--- src/hdl/sdmc_pkg.sv ---
// Package: shared constants for the mode-register configuration link
`default_nettype none
package sdmc_pkg;
    localparam int unsigned CLK_MHZ = 100;
    localparam int unsigned MR_W = 18;
    localparam logic [3:0] SEL_MR1 = 4'h1;
    localparam logic [3:0] SEL_MR2 = 4'h2;
    // MR1 fields
    localparam int unsigned MR1_DLL_BIT = 0;
    localparam int unsigned MR1_AL_LO = 3;
    localparam int unsigned MR1_WLEV_BIT = 7;
    localparam int unsigned MR1_RTN_LO = 8;
    localparam int unsigned MR1_TERMINATION_STROBE_BIT = 11;
    localparam int unsigned MR1_QOFF_BIT = 12;
    // MR2 fields
    localparam int unsigned MR2_CWL_LO = 3;
    localparam int unsigned MR2_SRT_LO = 6;
    localparam int unsigned MR2_RTW_LO = 9;
    localparam int unsigned MR2_CRC_BIT = 12;
    localparam logic [17:0] MR2_RSVD_MASK = 18'h22107;
    localparam logic [17:0] MR1_RESET = 18'h00001;
    localparam logic [17:0] MR2_RESET = 18'h00000;
    localparam logic [2:0] RTT_OFF = 3'h0;
    localparam logic [2:0] RTT_HIZ = 3'h3;
    localparam logic [2:0] RTT_W80 = 3'h4;
    // Lock interval in clock cycles
    localparam int unsigned LOCK_CYC = 768;
    localparam logic [9:0] LOCK_CYC_W = 10'h300;
    typedef enum logic [1:0] {SDMC_TERM_OFF, SDMC_TERM_NOM, SDMC_TERM_WR, SDMC_TERM_PARK} sdmc_term_t;
endpackage
`default_nettype wire

--- src/hdl/sdmc_if.sv ---
// Interface: command/address pins between controller and device
`default_nettype none
interface sdmc_if;
    logic cs_n;
    logic ras_n;
    logic cas_n;
    logic we_n;
    logic cke;
    logic termination_control_pin;
    logic [3:0] bank;
    logic [17:0] addr;
    modport ctrl (output cs_n, ras_n, cas_n, we_n, cke, termination_control_pin, bank, addr);
    modport dev (input cs_n, ras_n, cas_n, we_n, cke, termination_control_pin, bank, addr);
endinterface
`default_nettype wire

--- src/hdl/sdmc_dev.sv ---
// Device end: mode registers and the settings derived from them
// Function
// - MR1 bit 0 enables delay-locked loop
// - Loop off in self refresh, back on
// - Controller waits lock interval before reads
// - Clock gate held high during lock
// - Writes need loop only with write termination
// - Loop off: no direct termination used
// - Loop off: write termination field zero
// - Write termination on writes; park when pin low
// - Commands held for additive latency; no command delay here, only additive_latency_o is decoded
// - Additive latency decode, 11 reserved
// - Output-off bit disconnects all outputs
// - Termination strobe only on x8
// - Strobe disables mask and inversions
// - Mode write decode and register select
// - Reserved MR2 bits programmed zero
// - MR2 bit 12 enables write CRC
// - Write termination field decode
// - Self-refresh temperature range decode
// - Write latency decode, one-cycle preamble
// - Two-cycle preamble: low codes invalid
// - Write latency = additive + parity + CAS
// - Write leveling offers only nominal termination
`default_nettype none
module sdmc_dev
    import sdmc_pkg::*;
(
    input wire logic clk_i,
    input wire logic rst_i,
    sdmc_if.dev bus,
    input wire logic self_refresh_i,
    input wire logic write_cmd_i,
    input wire logic [4:0] column_latency_i,
    input wire logic [3:0] parity_latency_i,
    input wire logic two_cycle_preamble_i,
    input wire logic gear_down_i,
    input wire logic mask_req_i,
    input wire logic wr_inv_req_i,
    input wire logic rd_inv_req_i,
    output logic [17:0] mr1_o,
    output logic [17:0] mr2_o,
    output logic dll_on_o,
    output logic outputs_off_o,
    output logic [4:0] additive_latency_o,
    output logic al_reserved_o,
    output logic [5:0] total_read_latency_o,
    output logic [4:0] cas_write_latency_o,
    output logic cwl_invalid_o,
    output logic [6:0] total_write_latency_o,
    output logic crc_en_o,
    output logic [1:0] self_refresh_temp_range_o,
    output logic auto_range_switching_o,
    output logic [2:0] write_termination_o,
    output logic wr_term_reserved_o,
    output logic [1:0] term_sel_o,
    output logic write_needs_dll_o,
    output logic byte_mask_en_o,
    output logic wr_inv_en_o,
    output logic rd_inv_en_o
);
    // ------------------------------------------------------------
    // Decode helpers
    // ------------------------------------------------------------
    function automatic logic [4:0] cwl_decode(input logic [2:0] code);
        unique case (code)
            3'h0: cwl_decode = 5'h09;
            3'h1: cwl_decode = 5'h0a;
            3'h2: cwl_decode = 5'h0b;
            3'h3: cwl_decode = 5'h0c;
            3'h4: cwl_decode = 5'h0e;
            3'h5: cwl_decode = 5'h10;
            3'h6: cwl_decode = 5'h12;
            default: cwl_decode = 5'h14;
        endcase
    endfunction

    // Bit 21 rides on the top bank pin and is reserved, so only 20:18 select
    function automatic logic sel_hit(input logic [3:0] bank, input logic [3:0] code);
        sel_hit = (bank[2:0] == code[2:0]);
    endfunction

    // The reserved code reads as zero so the latency sums stay defined
    function automatic logic [4:0] al_decode(input logic [1:0] code, input logic [4:0] cl);
        unique case (code)
            2'h1: al_decode = cl - 5'h01;
            2'h2: al_decode = cl - 5'h02;
            default: al_decode = 5'h00;
        endcase
    endfunction

    // Priority: output-off, leveling, write, park, then nominal
    function automatic sdmc_term_t term_pick(input logic qoff, input logic lev, input logic wr,
        input logic termination_control_pin, input logic nom_on);
        if (qoff)
        begin
            term_pick = SDMC_TERM_OFF;
        end
        else if (lev)
        begin
            term_pick = (termination_control_pin && nom_on) ? SDMC_TERM_NOM : SDMC_TERM_OFF;
        end
        else if (wr)
        begin
            term_pick = SDMC_TERM_WR;
        end
        else if (!termination_control_pin)
        begin
            term_pick = SDMC_TERM_PARK;
        end
        else
        begin
            term_pick = nom_on ? SDMC_TERM_NOM : SDMC_TERM_OFF;
        end
    endfunction

    // ------------------------------------------------------------
    // Mode registers
    // ------------------------------------------------------------
    logic [17:0] mr1_r;
    logic [17:0] mr1_nxt;
    logic [17:0] mr2_r;
    logic [17:0] mr2_nxt;
    logic mode_wr;

    always_comb
    begin
        mode_wr = !bus.cs_n && !bus.ras_n && !bus.cas_n && !bus.we_n;
        mr1_nxt = mr1_r;
        mr2_nxt = mr2_r;
        // Writes to any other register pass by untouched
        if (mode_wr && sel_hit(bus.bank, SEL_MR1))
        begin
            mr1_nxt = bus.addr;
        end
        if (mode_wr && sel_hit(bus.bank, SEL_MR2))
        begin
            // Reserved bits forced clear so a careless write cannot set them
            mr2_nxt = bus.addr & ~MR2_RSVD_MASK;
        end
    end

    always_ff @(posedge clk_i or posedge rst_i)
    begin
        if (rst_i)
        begin
            mr1_r <= MR1_RESET;
            mr2_r <= MR2_RESET;
        end
        else
        begin
            mr1_r <= mr1_nxt;
            mr2_r <= mr2_nxt;
        end
    end

    // ------------------------------------------------------------
    // Derived settings
    // ------------------------------------------------------------
    logic [1:0] al_code;
    logic [2:0] cwl_code;
    logic [2:0] nominal_termination;
    logic termination_strobe;
    logic wlev;

    always_comb
    begin
        al_code = mr1_r[MR1_AL_LO +: 2];
        cwl_code = mr2_r[MR2_CWL_LO +: 3];
        nominal_termination = mr1_r[MR1_RTN_LO +: 3];
        termination_strobe = mr1_r[MR1_TERMINATION_STROBE_BIT];
        wlev = mr1_r[MR1_WLEV_BIT];
        mr1_o = mr1_r;
        mr2_o = mr2_r;
        dll_on_o = mr1_r[MR1_DLL_BIT] && !self_refresh_i;
        outputs_off_o = mr1_r[MR1_QOFF_BIT];
        al_reserved_o = (al_code == 2'h3);
        additive_latency_o = al_decode(al_code, column_latency_i);
        // The read sum carries one extra bit and the write sum two, so the largest settings cannot wrap
        total_read_latency_o = {1'b0, additive_latency_o} + {1'b0, column_latency_i};
        cas_write_latency_o = cwl_decode(cwl_code);
        // 9 and 11 are illegal in gear-down; low codes illegal with long preamble
        cwl_invalid_o = (two_cycle_preamble_i && !cwl_code[2])
            || (gear_down_i && (cwl_code == 3'h0 || cwl_code == 3'h2));
        total_write_latency_o = {2'h0, additive_latency_o} + {3'h0, parity_latency_i}
            + {2'h0, cas_write_latency_o};
        crc_en_o = mr2_r[MR2_CRC_BIT];
        self_refresh_temp_range_o = mr2_r[MR2_SRT_LO +: 2];
        auto_range_switching_o = (mr2_r[MR2_SRT_LO +: 2] == 2'h3);
        write_termination_o = mr2_r[MR2_RTW_LO +: 3];
        wr_term_reserved_o = (write_termination_o > RTT_W80);
        write_needs_dll_o = (write_termination_o != RTT_OFF) && !wr_term_reserved_o;
    end

    // ------------------------------------------------------------
    // Termination and pin sharing
    // ------------------------------------------------------------
    always_comb
    begin
        term_sel_o = term_pick(outputs_off_o, wlev, write_cmd_i && write_needs_dll_o, bus.termination_control_pin,
            nominal_termination != RTT_OFF);
        // The shared pin carries the strobe, so mask and both inversions give way
        byte_mask_en_o = !termination_strobe && mask_req_i;
        wr_inv_en_o = !termination_strobe && !mask_req_i && wr_inv_req_i;
        rd_inv_en_o = !termination_strobe && rd_inv_req_i;
    end
endmodule // sdmc_dev
`default_nettype wire

--- src/flat_wrapper.sv ---
// flat-port wrapper written by rule: the top's interface ports become plain ports
module sdmc_dev_flat import sdmc_pkg::*;
  (clk_i, rst_i, self_refresh_i, write_cmd_i, column_latency_i, parity_latency_i, two_cycle_preamble_i, gear_down_i, mask_req_i, wr_inv_req_i, rd_inv_req_i, mr1_o, mr2_o, dll_on_o, outputs_off_o, additive_latency_o, al_reserved_o, total_read_latency_o, cas_write_latency_o, cwl_invalid_o, total_write_latency_o, crc_en_o, self_refresh_temp_range_o, auto_range_switching_o, write_termination_o, wr_term_reserved_o, term_sel_o, write_needs_dll_o, byte_mask_en_o, wr_inv_en_o, rd_inv_en_o, bus_cs_n, bus_ras_n, bus_cas_n, bus_we_n, bus_cke, bus_termination_control_pin, bus_bank, bus_addr);
  sdmc_if bus_i ();
  input wire logic clk_i;
  input wire logic rst_i;
  input wire logic self_refresh_i;
  input wire logic write_cmd_i;
  input wire logic [4:0] column_latency_i;
  input wire logic [3:0] parity_latency_i;
  input wire logic two_cycle_preamble_i;
  input wire logic gear_down_i;
  input wire logic mask_req_i;
  input wire logic wr_inv_req_i;
  input wire logic rd_inv_req_i;
  output logic [17:0] mr1_o;
  output logic [17:0] mr2_o;
  output logic dll_on_o;
  output logic outputs_off_o;
  output logic [4:0] additive_latency_o;
  output logic al_reserved_o;
  output logic [5:0] total_read_latency_o;
  output logic [4:0] cas_write_latency_o;
  output logic cwl_invalid_o;
  output logic [6:0] total_write_latency_o;
  output logic crc_en_o;
  output logic [1:0] self_refresh_temp_range_o;
  output logic auto_range_switching_o;
  output logic [2:0] write_termination_o;
  output logic wr_term_reserved_o;
  output logic [1:0] term_sel_o;
  output logic write_needs_dll_o;
  output logic byte_mask_en_o;
  output logic wr_inv_en_o;
  output logic rd_inv_en_o;
  input wire logic [$bits(bus_i.cs_n)-1:0] bus_cs_n;
  input wire logic [$bits(bus_i.ras_n)-1:0] bus_ras_n;
  input wire logic [$bits(bus_i.cas_n)-1:0] bus_cas_n;
  input wire logic [$bits(bus_i.we_n)-1:0] bus_we_n;
  input wire logic [$bits(bus_i.cke)-1:0] bus_cke;
  input wire logic [$bits(bus_i.termination_control_pin)-1:0] bus_termination_control_pin;
  input wire logic [$bits(bus_i.bank)-1:0] bus_bank;
  input wire logic [$bits(bus_i.addr)-1:0] bus_addr;
  assign bus_i.cs_n = bus_cs_n;
  assign bus_i.ras_n = bus_ras_n;
  assign bus_i.cas_n = bus_cas_n;
  assign bus_i.we_n = bus_we_n;
  assign bus_i.cke = bus_cke;
  assign bus_i.termination_control_pin = bus_termination_control_pin;
  assign bus_i.bank = bus_bank;
  assign bus_i.addr = bus_addr;
  sdmc_dev u_core (.clk_i(clk_i), .rst_i(rst_i), .bus(bus_i), .self_refresh_i(self_refresh_i), .write_cmd_i(write_cmd_i), .column_latency_i(column_latency_i), .parity_latency_i(parity_latency_i), .two_cycle_preamble_i(two_cycle_preamble_i), .gear_down_i(gear_down_i), .mask_req_i(mask_req_i), .wr_inv_req_i(wr_inv_req_i), .rd_inv_req_i(rd_inv_req_i), .mr1_o(mr1_o), .mr2_o(mr2_o), .dll_on_o(dll_on_o), .outputs_off_o(outputs_off_o), .additive_latency_o(additive_latency_o), .al_reserved_o(al_reserved_o), .total_read_latency_o(total_read_latency_o), .cas_write_latency_o(cas_write_latency_o), .cwl_invalid_o(cwl_invalid_o), .total_write_latency_o(total_write_latency_o), .crc_en_o(crc_en_o), .self_refresh_temp_range_o(self_refresh_temp_range_o), .auto_range_switching_o(auto_range_switching_o), .write_termination_o(write_termination_o), .wr_term_reserved_o(wr_term_reserved_o), .term_sel_o(term_sel_o), .write_needs_dll_o(write_needs_dll_o), .byte_mask_en_o(byte_mask_en_o), .wr_inv_en_o(wr_inv_en_o), .rd_inv_en_o(rd_inv_en_o));
endmodule
--- config.mk ---
export PLATFORM = sky130hd
export DESIGN_NAME = sdmc_dev_flat
export DESIGN_NICKNAME = d
export VERILOG_FILES = /design/src/hdl/sdmc_pkg.sv /design/src/hdl/sdmc_if.sv /design/src/hdl/sdmc_dev.sv /design/src/flat_wrapper.sv
export SDC_FILE = /design/constraint.sdc
export NUM_CORES = 1
export LEC_CHECK = 0
export BUFFER_PORTS_ARGS = -buffer_cell sky130_fd_sc_hd__buf_2
export CAP_MARGIN = 20
export CORE_ASPECT_RATIO = 1.1
export CORE_MARGIN = 10
export CORE_UTILIZATION = 35
export CTS_BUF_LIST = sky130_fd_sc_hd__clkbuf_8
export CTS_CLUSTER_DIAMETER = 50
export DETAILED_ROUTE_END_ITERATION = 7
export HOLD_SLACK_MARGIN = 0.06
export PLACE_DENSITY = 0.72
export SYNTH_ARGS = -nofsm -noshare
export SYNTH_HDL_FRONTEND = slang
export SYNTH_SLANG_ARGS = --single-unit
--- constraint.sdc ---
create_clock -name clk_i -period 4.25 [get_ports clk_i]
set_clock_uncertainty 0.05 [all_clocks]
set_input_delay 0 -clock clk_i [delete_from_list [all_inputs] [get_ports clk_i]]
set_output_delay 0 -clock clk_i [all_outputs]
set_load 0.03 [all_outputs]
-- After elaboration in Yosys (flattened, before gate mapping)
Index checks and enable logic that the tools add are counted.
- flip-flop bits (word level): 30
- input bits: 46
- output and inout port bits: 77
- logic and storage cells: 57
- $add $sub $neg: 5
- $lt $le $gt $ge: 1
- eq/ne operators: 12
- multiplexer cells: 8
- reductions and logical operators: 29
- operator list (cell ; count):
    one-hot mux 5 bit (7 select lines) ; 1
    logical AND 1 bit ; 15
    one-hot mux 5 bit (2 select lines) ; 1
    == test 3 x 2 -> 1 bit (second input constant) ; 3
    == test 3 bit (second input constant) ; 3
    logical NOT 1 bit ; 9
    2-to-1 mux 2 bit ; 4
    adder 7 x 5 -> 7 bit ; 1
    adder 5 x 4 -> 6 bit ; 1
    adder 5 x 5 -> 6 bit ; 1
    == test 2 bit (second input constant) ; 3
    == test 3 x 1 -> 1 bit (second input constant) ; 2
    nonzero test 3 bit ; 2
    subtractor 5 x 1 -> 5 bit (second input constant) ; 1
    subtractor 5 x 2 -> 5 bit (second input constant) ; 1
    greater-than comparator 3 bit (second input constant) ; 1
    logical NOT 3 bit ; 1
    == test 2 x 1 -> 1 bit (second input constant) ; 1
    logical OR 1 bit ; 2
    2-to-1 mux 1 bit ; 2

-- Depth between registers and ports, before layout
Gate-level depths: netlist (run 1).
- word-level depth: 7
- mapped depth: 15
- mapped depth without buffers: 15

-- Worst setup path before layout (run 1)
No wires, ideal clock.
- kind: flip-flop to output port
- start: reg u_core.mr1_r[3] (netlist: u_core.mr1_o[3])
- end: out total_write_latency_o[5]
- data arrival time: 3.901 ns
- data required time: 4.200 ns
- path slack: 0.299 ns
- cell stages (with the launch flop): 12
- buffers on the path: 0
- cells stage by stage: dfrtp_1 inv_1 ha_1 nor4_1 ha_1 nor2_1 a21oi_1 ha_1 o21ai_0 o21bai_1 a21oi_1 xnor2_1
- word-level cells in the longest chain between the ends: 4
- elaborated cells between the ends (all ways): 5
- classes of those cells: add/sub: 2; eq/ne: 2; mux: 1
- RTL lines (item ; line ; source):
    from (decl) ; sdmc_dev.sv:120 ; logic [17:0] mr1_r;
    from (signal assigned) ; sdmc_dev.sv:152 ; mr1_r <= mr1_nxt;
    == test 2 bit / == test 2 x 1 -> 1 bit (equally long branches) ; sdmc_dev.sv:85 ; unique case (code)
    one-hot mux 5 bit (2 select lines) (*) ; sdmc_dev.sv:85 ;
    net additive_latency_o[3] ; flat_wrapper.sv:20 ; output logic [4:0] additive_latency_o;
    adder 5 x 4 -> 6 bit (*) ; sdmc_dev.sv:185 ; total_write_latency_o = {2'h0, additive_latency_o} + {3'h0, parity_latency_i}
    adder 7 x 5 -> 7 bit (*) ; sdmc_dev.sv:186 ; + {2'h0, cas_write_latency_o};
    to (decl) ; flat_wrapper.sv:25 ; output logic [6:0] total_write_latency_o;
Mark *: on every way through the listed nets, which the timed path passes. The rest lies on a longest branch.

-- Final worst setup path (run 1)
- start: reg u_core.mr1_r[3] (netlist: u_core.mr1_o[3])
- end: out total_write_latency_o[5]
- word-level cells in the longest chain between the ends: 4
- elaborated cells between the ends (all ways): 5
- classes of those cells: add/sub: 2; eq/ne: 2; mux: 1
- RTL lines (item ; line):
    == test 2 bit / == test 2 x 1 -> 1 bit (equally long branches) ; sdmc_dev.sv:85
    one-hot mux 5 bit (2 select lines) (*) ; sdmc_dev.sv:85
    adder 5 x 4 -> 6 bit (*) ; sdmc_dev.sv:185
    adder 7 x 5 -> 7 bit (*) ; sdmc_dev.sv:186
Every way passes the cells marked *; elsewhere a longest branch is shown, timed or not.

==> results of run 1 <==
-- cell type report --
cell class              count  area (um2)  area share, %
multi-input cells         144        1210           40.5
repair buffers            135         776           25.9
flip-flops and latches     30         752           25.1
well taps                  77        96.3           3.22
clock buffers               5        68.8           2.30
inverters                  13        48.8           1.63
clock inverters             3        40.0           1.34
-- flip-flops by register name, summed over array words and instances (netlist names) --
register / flops
u_core.mr1_o: 18
u_core.mr2_o: 12
-- power by group through the flow --
stage               Combinational, mW  Sequential (mW)  Clock, mW
floorplan                       0.397            0.435          0
global placement                0.620            0.362          0
detailed placement              0.630            0.364          0
CTS                             0.645            0.360      0.288
global route                    0.690            0.367      0.305
finish                          0.637            0.359      0.279
-- worst max-delay path: cells and delay by family (launching register included) --
kind / cells / cell delay [ps]
compound gates: 6 / 700
buf+inv: 3 / 390
fa+ha+maj: 3 / 920
simple gates: 3 / 570
flops: 1 / 420
xor+xnor: 1 / 130
-- logic make-up (layout without fill, tap and decap cells) --
kind of cell    Yosys count  count (layout)
xor+xnor                 11              11
fa+ha+maj                23              23
compound gates           31              31
mux                      33              33
simple gates             40              40
other cells               1               6
flops                    30              30
buf+inv                  29             156
-- stage by stage --
stage	utilization [%]	setup WS, ps	cells	instance area [um2]	total power, mW
2_1_floorplan	-	299	203	2150	0.832
3_3_place_gp	46.1	1170	380	2700	0.982
3_5_place_dp	46.1	1080	380	2700	0.994
4_1_cts	51.3	766	407	2990	1.29
5_1_grt	51.3	425	407	2990	1.36
6_report	51.3	807	407	2990	1.28
-- layout by cell type, fill, tap and decap left out, drive strengths merged, types with 4 or more instances in the layout --
cell type	netlist	layout
nor2	7	7
dfrtp	29	29
clkbuf	0	5
a21oi	13	13
nor2b	4	4
nor3b	6	6
xnor2	8	8
o21ai	5	5
dlygate4sd3	0	19
buf	16	116
mux2	30	30
nand2	11	11
inv	13	13
ha	20	20
a21o	4	4
conb	1	6
-- final timing paths --
kind	to	slack [ps]	cells past startpoint
max in group asynchronous	u_core.mr1_o[0]	3530	4
min in group asynchronous	u_core.mr2_o[12]	300	4
worst max-delay path	total_write_latency_o[5]	810	16
worst min-delay path	u_core.mr2_o[9]	180	3
worst max register to register	u_core.mr2_o[3]	3310	1
worst min register to register	u_core.mr1_o[5]	450	1
-- layer usage --
metal	global-route usage [%]	up-vias	wire length, um	share of wire (%)
met5	0	-	0	0
met4	5.07	0	91	1.5
met3	5.87	8	640	10
met2	23.6	75	3190	52
met1	12.0	899	2200	36
li1	-	932	-	-
==> flow_summary_export.csv, run 1 <==
group,metric,value,unit
critical_path,crit_path_start_kind,"register",
route,routed_wl,6120,um
timing,layout_min_cycle_time,3440,ps
synthesis,async_flop_share,100,%
timing,finalSetupViolCount,0,
critical_path,crit_required,4200,ps
floorplanning,placementRows,29,
critical_path,cp_cell_sequence,"inv_1, ha_1, inv_1, nand3_1, a21oi_1, nor4_1, ha_1, nand2_1, o21ai_0, a21oi_1, ha_1, o21ai_0, o21bai_1, a21oi_1, xnor2_1, buf_2",
status,outcome,"finished clean",
synthesis,muxShareOfSynthArea,17.2,%
cts,cts_buffer_depth,2,
synthesis,synth.area.top_cells,"dfrtp_1 34%, mux2_2 16%, ha_1 12%",
synthesis,yosysTopAreaCell,"dfrtp_1",
timing,post-route-period-util,81.0,%
cts,numCtsBuffers,5,
grt,grt_usage,12.8,%
floorplanning,core,5840,um2
timing,slew_viol_final,0,
critical_path,worstPathMaxFanout,6,
power,pwr-share-clk,21.9,%
power,powerDensity,426,nW/um2
grt,overflow,0,
power,combPwrFrac,50.0,%
synthesis,synthDistinctLibCells,36,
cells_and_area,area.growth.synth_to_final,40.3,%
timing,timing.hold.ws,179,ps
cts,ctsHtreeMaxLevel,2,
critical_path,criticalPathCategory,"reg2out",
critical_path,crit_start,"u_core.mr1_o[3]",
place,gp_congestion,0.863,
timing,fmax,290,MHz
floorplanning,ios,123,
synthesis,syn_inst,198,
cts,cts_root_buf,"clkbuf_8",
floorplanning,dieArea,9630,um2
route,ant_nets,0,
min_path,min_path_type,"in2reg",
synthesis,syn-cell-area,2130,um2
synthesis,seq_area_frac_synth,35.2,%
synthesis,synth_top_area_share,34.0,%
synthesis,synth_top_family_by_area,"multiplexers",
route,num_vias,1914,
timing,setup_tns,0,ps
cts,path_clk_slew,70,ps
floorplanning,initial_core_util,36.5,%
grt,grt_pass1_wl,9920,um
critical_path,rr_startpoint,"u_core.mr2_o[3]",
synthesis,avgSynthCellArea,10.8,um2
route,vias_per_cell,4.70,
cts,cts_hold_buf,19,
route,drc_errors,0,
floorplanning,dieHeight,102,um
grt,grt_pass1_vias,2139,
power,seq_power_share,28.2,%
power,intPower,715,uW
route,post_drt_wl_per_cell,15.0,um
run,drv_cap,0,
timing,hold_viol,0,
cells_and_area,drive_gt1_share,48.2,%
cells_and_area,diodes,0,
power,power_switching_share,43.9,%
synthesis,synth_edf_count,0,
cts,clock-sinks,30,
timing,relSlewSlack,33.8,%
critical_path,crit_slowest_cell,"dfrtp_1",
synthesis,ys.warnings.count,0,
cells_and_area,nets,398,
synthesis,synth_compound_area_share,8.91,%
cts,clock_latency,280,ps
floorplanning,die_w,94.5,um
timing,tightestPinTransition,989,ps
synthesis,yosys-top-cells-count,"30 x mux2_2, 29 x dfrtp_1, 20 x ha_1",
synthesis,synth_most_common_cell,"mux2_2",
power,irDropWorstVdd,0.255,mV
synthesis,yosys_register_bits,30,
critical_path,max_stage_delay,420,ps
cts,cts.repair.resized,0,
power,leakagePower,1.68,nW
min_path,min_from,"bus_bank[0]",
place,dp_hpwl,4910,um
cts,cts_tree,"built",
cts,cts_setup_buffers,0,
critical_path,end_kind,"output port",
place,portBuffers,114,
synthesis,synth-simple-area-share,10.6,%
critical_path,arrival,3390,ps
synthesis,synthAdderAreaFrac,14.5,%
synthesis,synth-main-ff-cell,"dfrtp_1",
synthesis,synth_xor_area_share,4.51,%
grt,grt_max_degree,31,
power,p_switching,560,uW
timing,rsz0062_at_grt,"no",
route,drtPass1Iterations,4,
grt,antenna_found_initial,0,
route,initialDrtViolationCount,24,
cells_and_area,fillCellCount,548,
No activity file was read; power rests on OpenSTA's default activity.
==> run 2, diff against run 1 <==
Settings changed: PLACE_DENSITY 0.72 to 0.75.
Clock period 4.25 ns to 3 ns, I/O delays scaled along.
==> flow_summary_export.csv, run 2 (same netlist as run 1, synthesis figures left out) <==
group,metric,value,unit
critical_path,criticalPathCategory,"reg2out",
timing,fmax,335,MHz
floorplanning,die_w,94.5,um
run,drv_cap,0,
cells_and_area,final_cell_mix,"110 x buf_2, 30 x mux2_2, 27 x dfrtp_1, 21 x buf_4, 19 x dlygate4sd3_1",
cells_and_area,final_common_cell,"buf_2",
place,gp_congestion,0.848,
cts,numCtsBuffers,5,
cells_and_area,area.growth.synth_to_final,58.6,%
critical_path,arrival,2940,ps
timing,layout_min_cycle_time,2990,ps
grt,grt_usage,13.4,%
power,total_power,1.93,mW
cts,cts_tree,"built",
grt,grt_use_met1,12.7,%
grt,use_met3,6.23,%
route,initialDrtViolationCount,21,
route,routed_wl,6890,um
route,ant_nets,0,
cts,cts_root_buf,"clkbuf_8",
power,irDropWorstVdd,0.511,mV
cells_and_area,utilization,58.0,%
grt,grt_pass1_wl,10500,um
cts,ctsHtreeMaxLevel,2,
floorplanning,initial_core_util,36.5,%
place,placed_area,2770,um2
timing,rsz0062_at_grt,"yes",
floorplanning,placementRows,29,
grt,grt_max_degree,31,
status,outcome,"finished clean",
place,post-place-ws,-58.6,ps
timing,relSlewSlack,36.6,%
route,num_vias,2055,
route,drtPass1Iterations,4,
cts,clock-sinks,30,
cells_and_area,diodes,0,
grt,busiest_layer,"met2",
cts,path_clk_slew,60,ps
cts,cts_buffer_depth,2,
critical_path,worstPathMaxFanout,5,
place,portBuffers,114,
route,drc_errors,0,
critical_path,end_kind,"output port",
grt,grt_pass1_vias,2215,
min_path,min_path_type,"in2reg",
floorplanning,dieHeight,102,um
grt,overflow,0,
cells_and_area,fillCellCount,445,
cells_and_area,nets,417,
cells_and_area,drive_gt1_share,61.0,%
power,powerDensity,570,nW/um2
cells_and_area,final_cell_area,3390,um2
critical_path,crit_required,2950,ps
grt,antenna_found_initial,0,
place,dp_hpwl,5030,um
timing,hold_viol,0,
timing,finalSetupViolCount,0,
floorplanning,dieArea,9630,um2
timing,setup_ws,10.9,ps
timing,tightestPinTransition,946,ps
route,vias_per_cell,4.82,
cells_and_area,largest_reg_flops,18,
timing,slew_viol_final,0,
route,post_drt_wl_per_cell,16.2,um
floorplanning,core,5840,um2
timing,timing.hold.ws,192,ps
grt,use_met2,25.4,%
power,leakagePower,1.82,nW
critical_path,crit_path_start_kind,"register",
timing,post-route-period-util,99.6,%
cts,clock_latency,280,ps
floorplanning,ios,123,
## run 2: cell types whose count changed in the layout (fill, tap and decap cells not counted), moves of 3 or more
cell	change
a21oi_1	-6
a21oi_2	+5
buf_2	-4
buf_4	+19
buf_6	+4
fa_1	-3
fa_2	+3
ha_1	-8
ha_4	+8
inv_1	-4
o21ai_0	-3
## run 2: report_power, final
part           internal (mW)  switching (mW)
logic                  0.426           0.663
registers              0.461          0.0510
clock network          0.181           0.147
## run 2: cell type report
| type | count | area [um2] | share of cell area [%] |
|---|---|---|---|
| clock inverter | 2 | 8.76 | 0.259 |
| timing repair buffer | 154 | 943 | 27.9 |
| inverter | 13 | 58.8 | 1.74 |
| tap | 77 | 96.3 | 2.85 |
| clock buffer | 6 | 82.6 | 2.44 |
| multi-input combinational | 144 | 1440 | 42.6 |
| sequential | 30 | 754 | 22.3 |
## run 2: layer usage
metal	vias to the layer above	routed length, um
li1	974	-
met1	1001	2360
met2	76	3800
met3	4	703
met4	0	34
met5	-	0
## run 2: what timing repair did
item,4_1_cts,5_1_grt
gates resized for setup,32,16
pin swaps,16,16
buffers inserted,11,5
setup endpoints to repair,4,5
endpoints found under the hold margin,60,0
hold buffers,19,0
## run 2: worst paths after layout
check | slack [ps] | start | depth (start not counted) | endpoint
min in group asynchronous | 310 | rst_i | 4 | u_core.mr2_o[16]
worst min register to register | 460 | u_core.mr1_o[17] | 1 | u_core.mr1_o[17]
max in group asynchronous | 2280 | rst_i | 4 | u_core.mr1_o[0]
worst max-delay path | 10 | u_core.mr1_o[3] | 13 | total_write_latency_o[4]
worst min-delay path | 190 | bus_bank[0] | 3 | u_core.mr2_o[14]
worst max register to register | 1990 | u_core.mr1_o[4] | 2 | u_core.mr1_o[4]
## run 2: worst max-delay path: stages, from the launching register on
cell	delay [ps]
dfrtp_2	440
inv_2	80
ha_4	190
inv_4	60
o22ai_4	110
nand2b_4	90
inv_6	80
fa_2	490
fa_2	390
a21o_1	200
a21oi_2	150
buf_4	130
xnor2_2	100
buf_6	150
## run 2: metrics by stage
stage | TNS, ps | std cells
detailed placement | -105 | 383
global route | -332 | 426
finish | 0 | 426
global placement | 0 | 383
floorplan | -54.7 | 203
CTS | -9.25 | 421
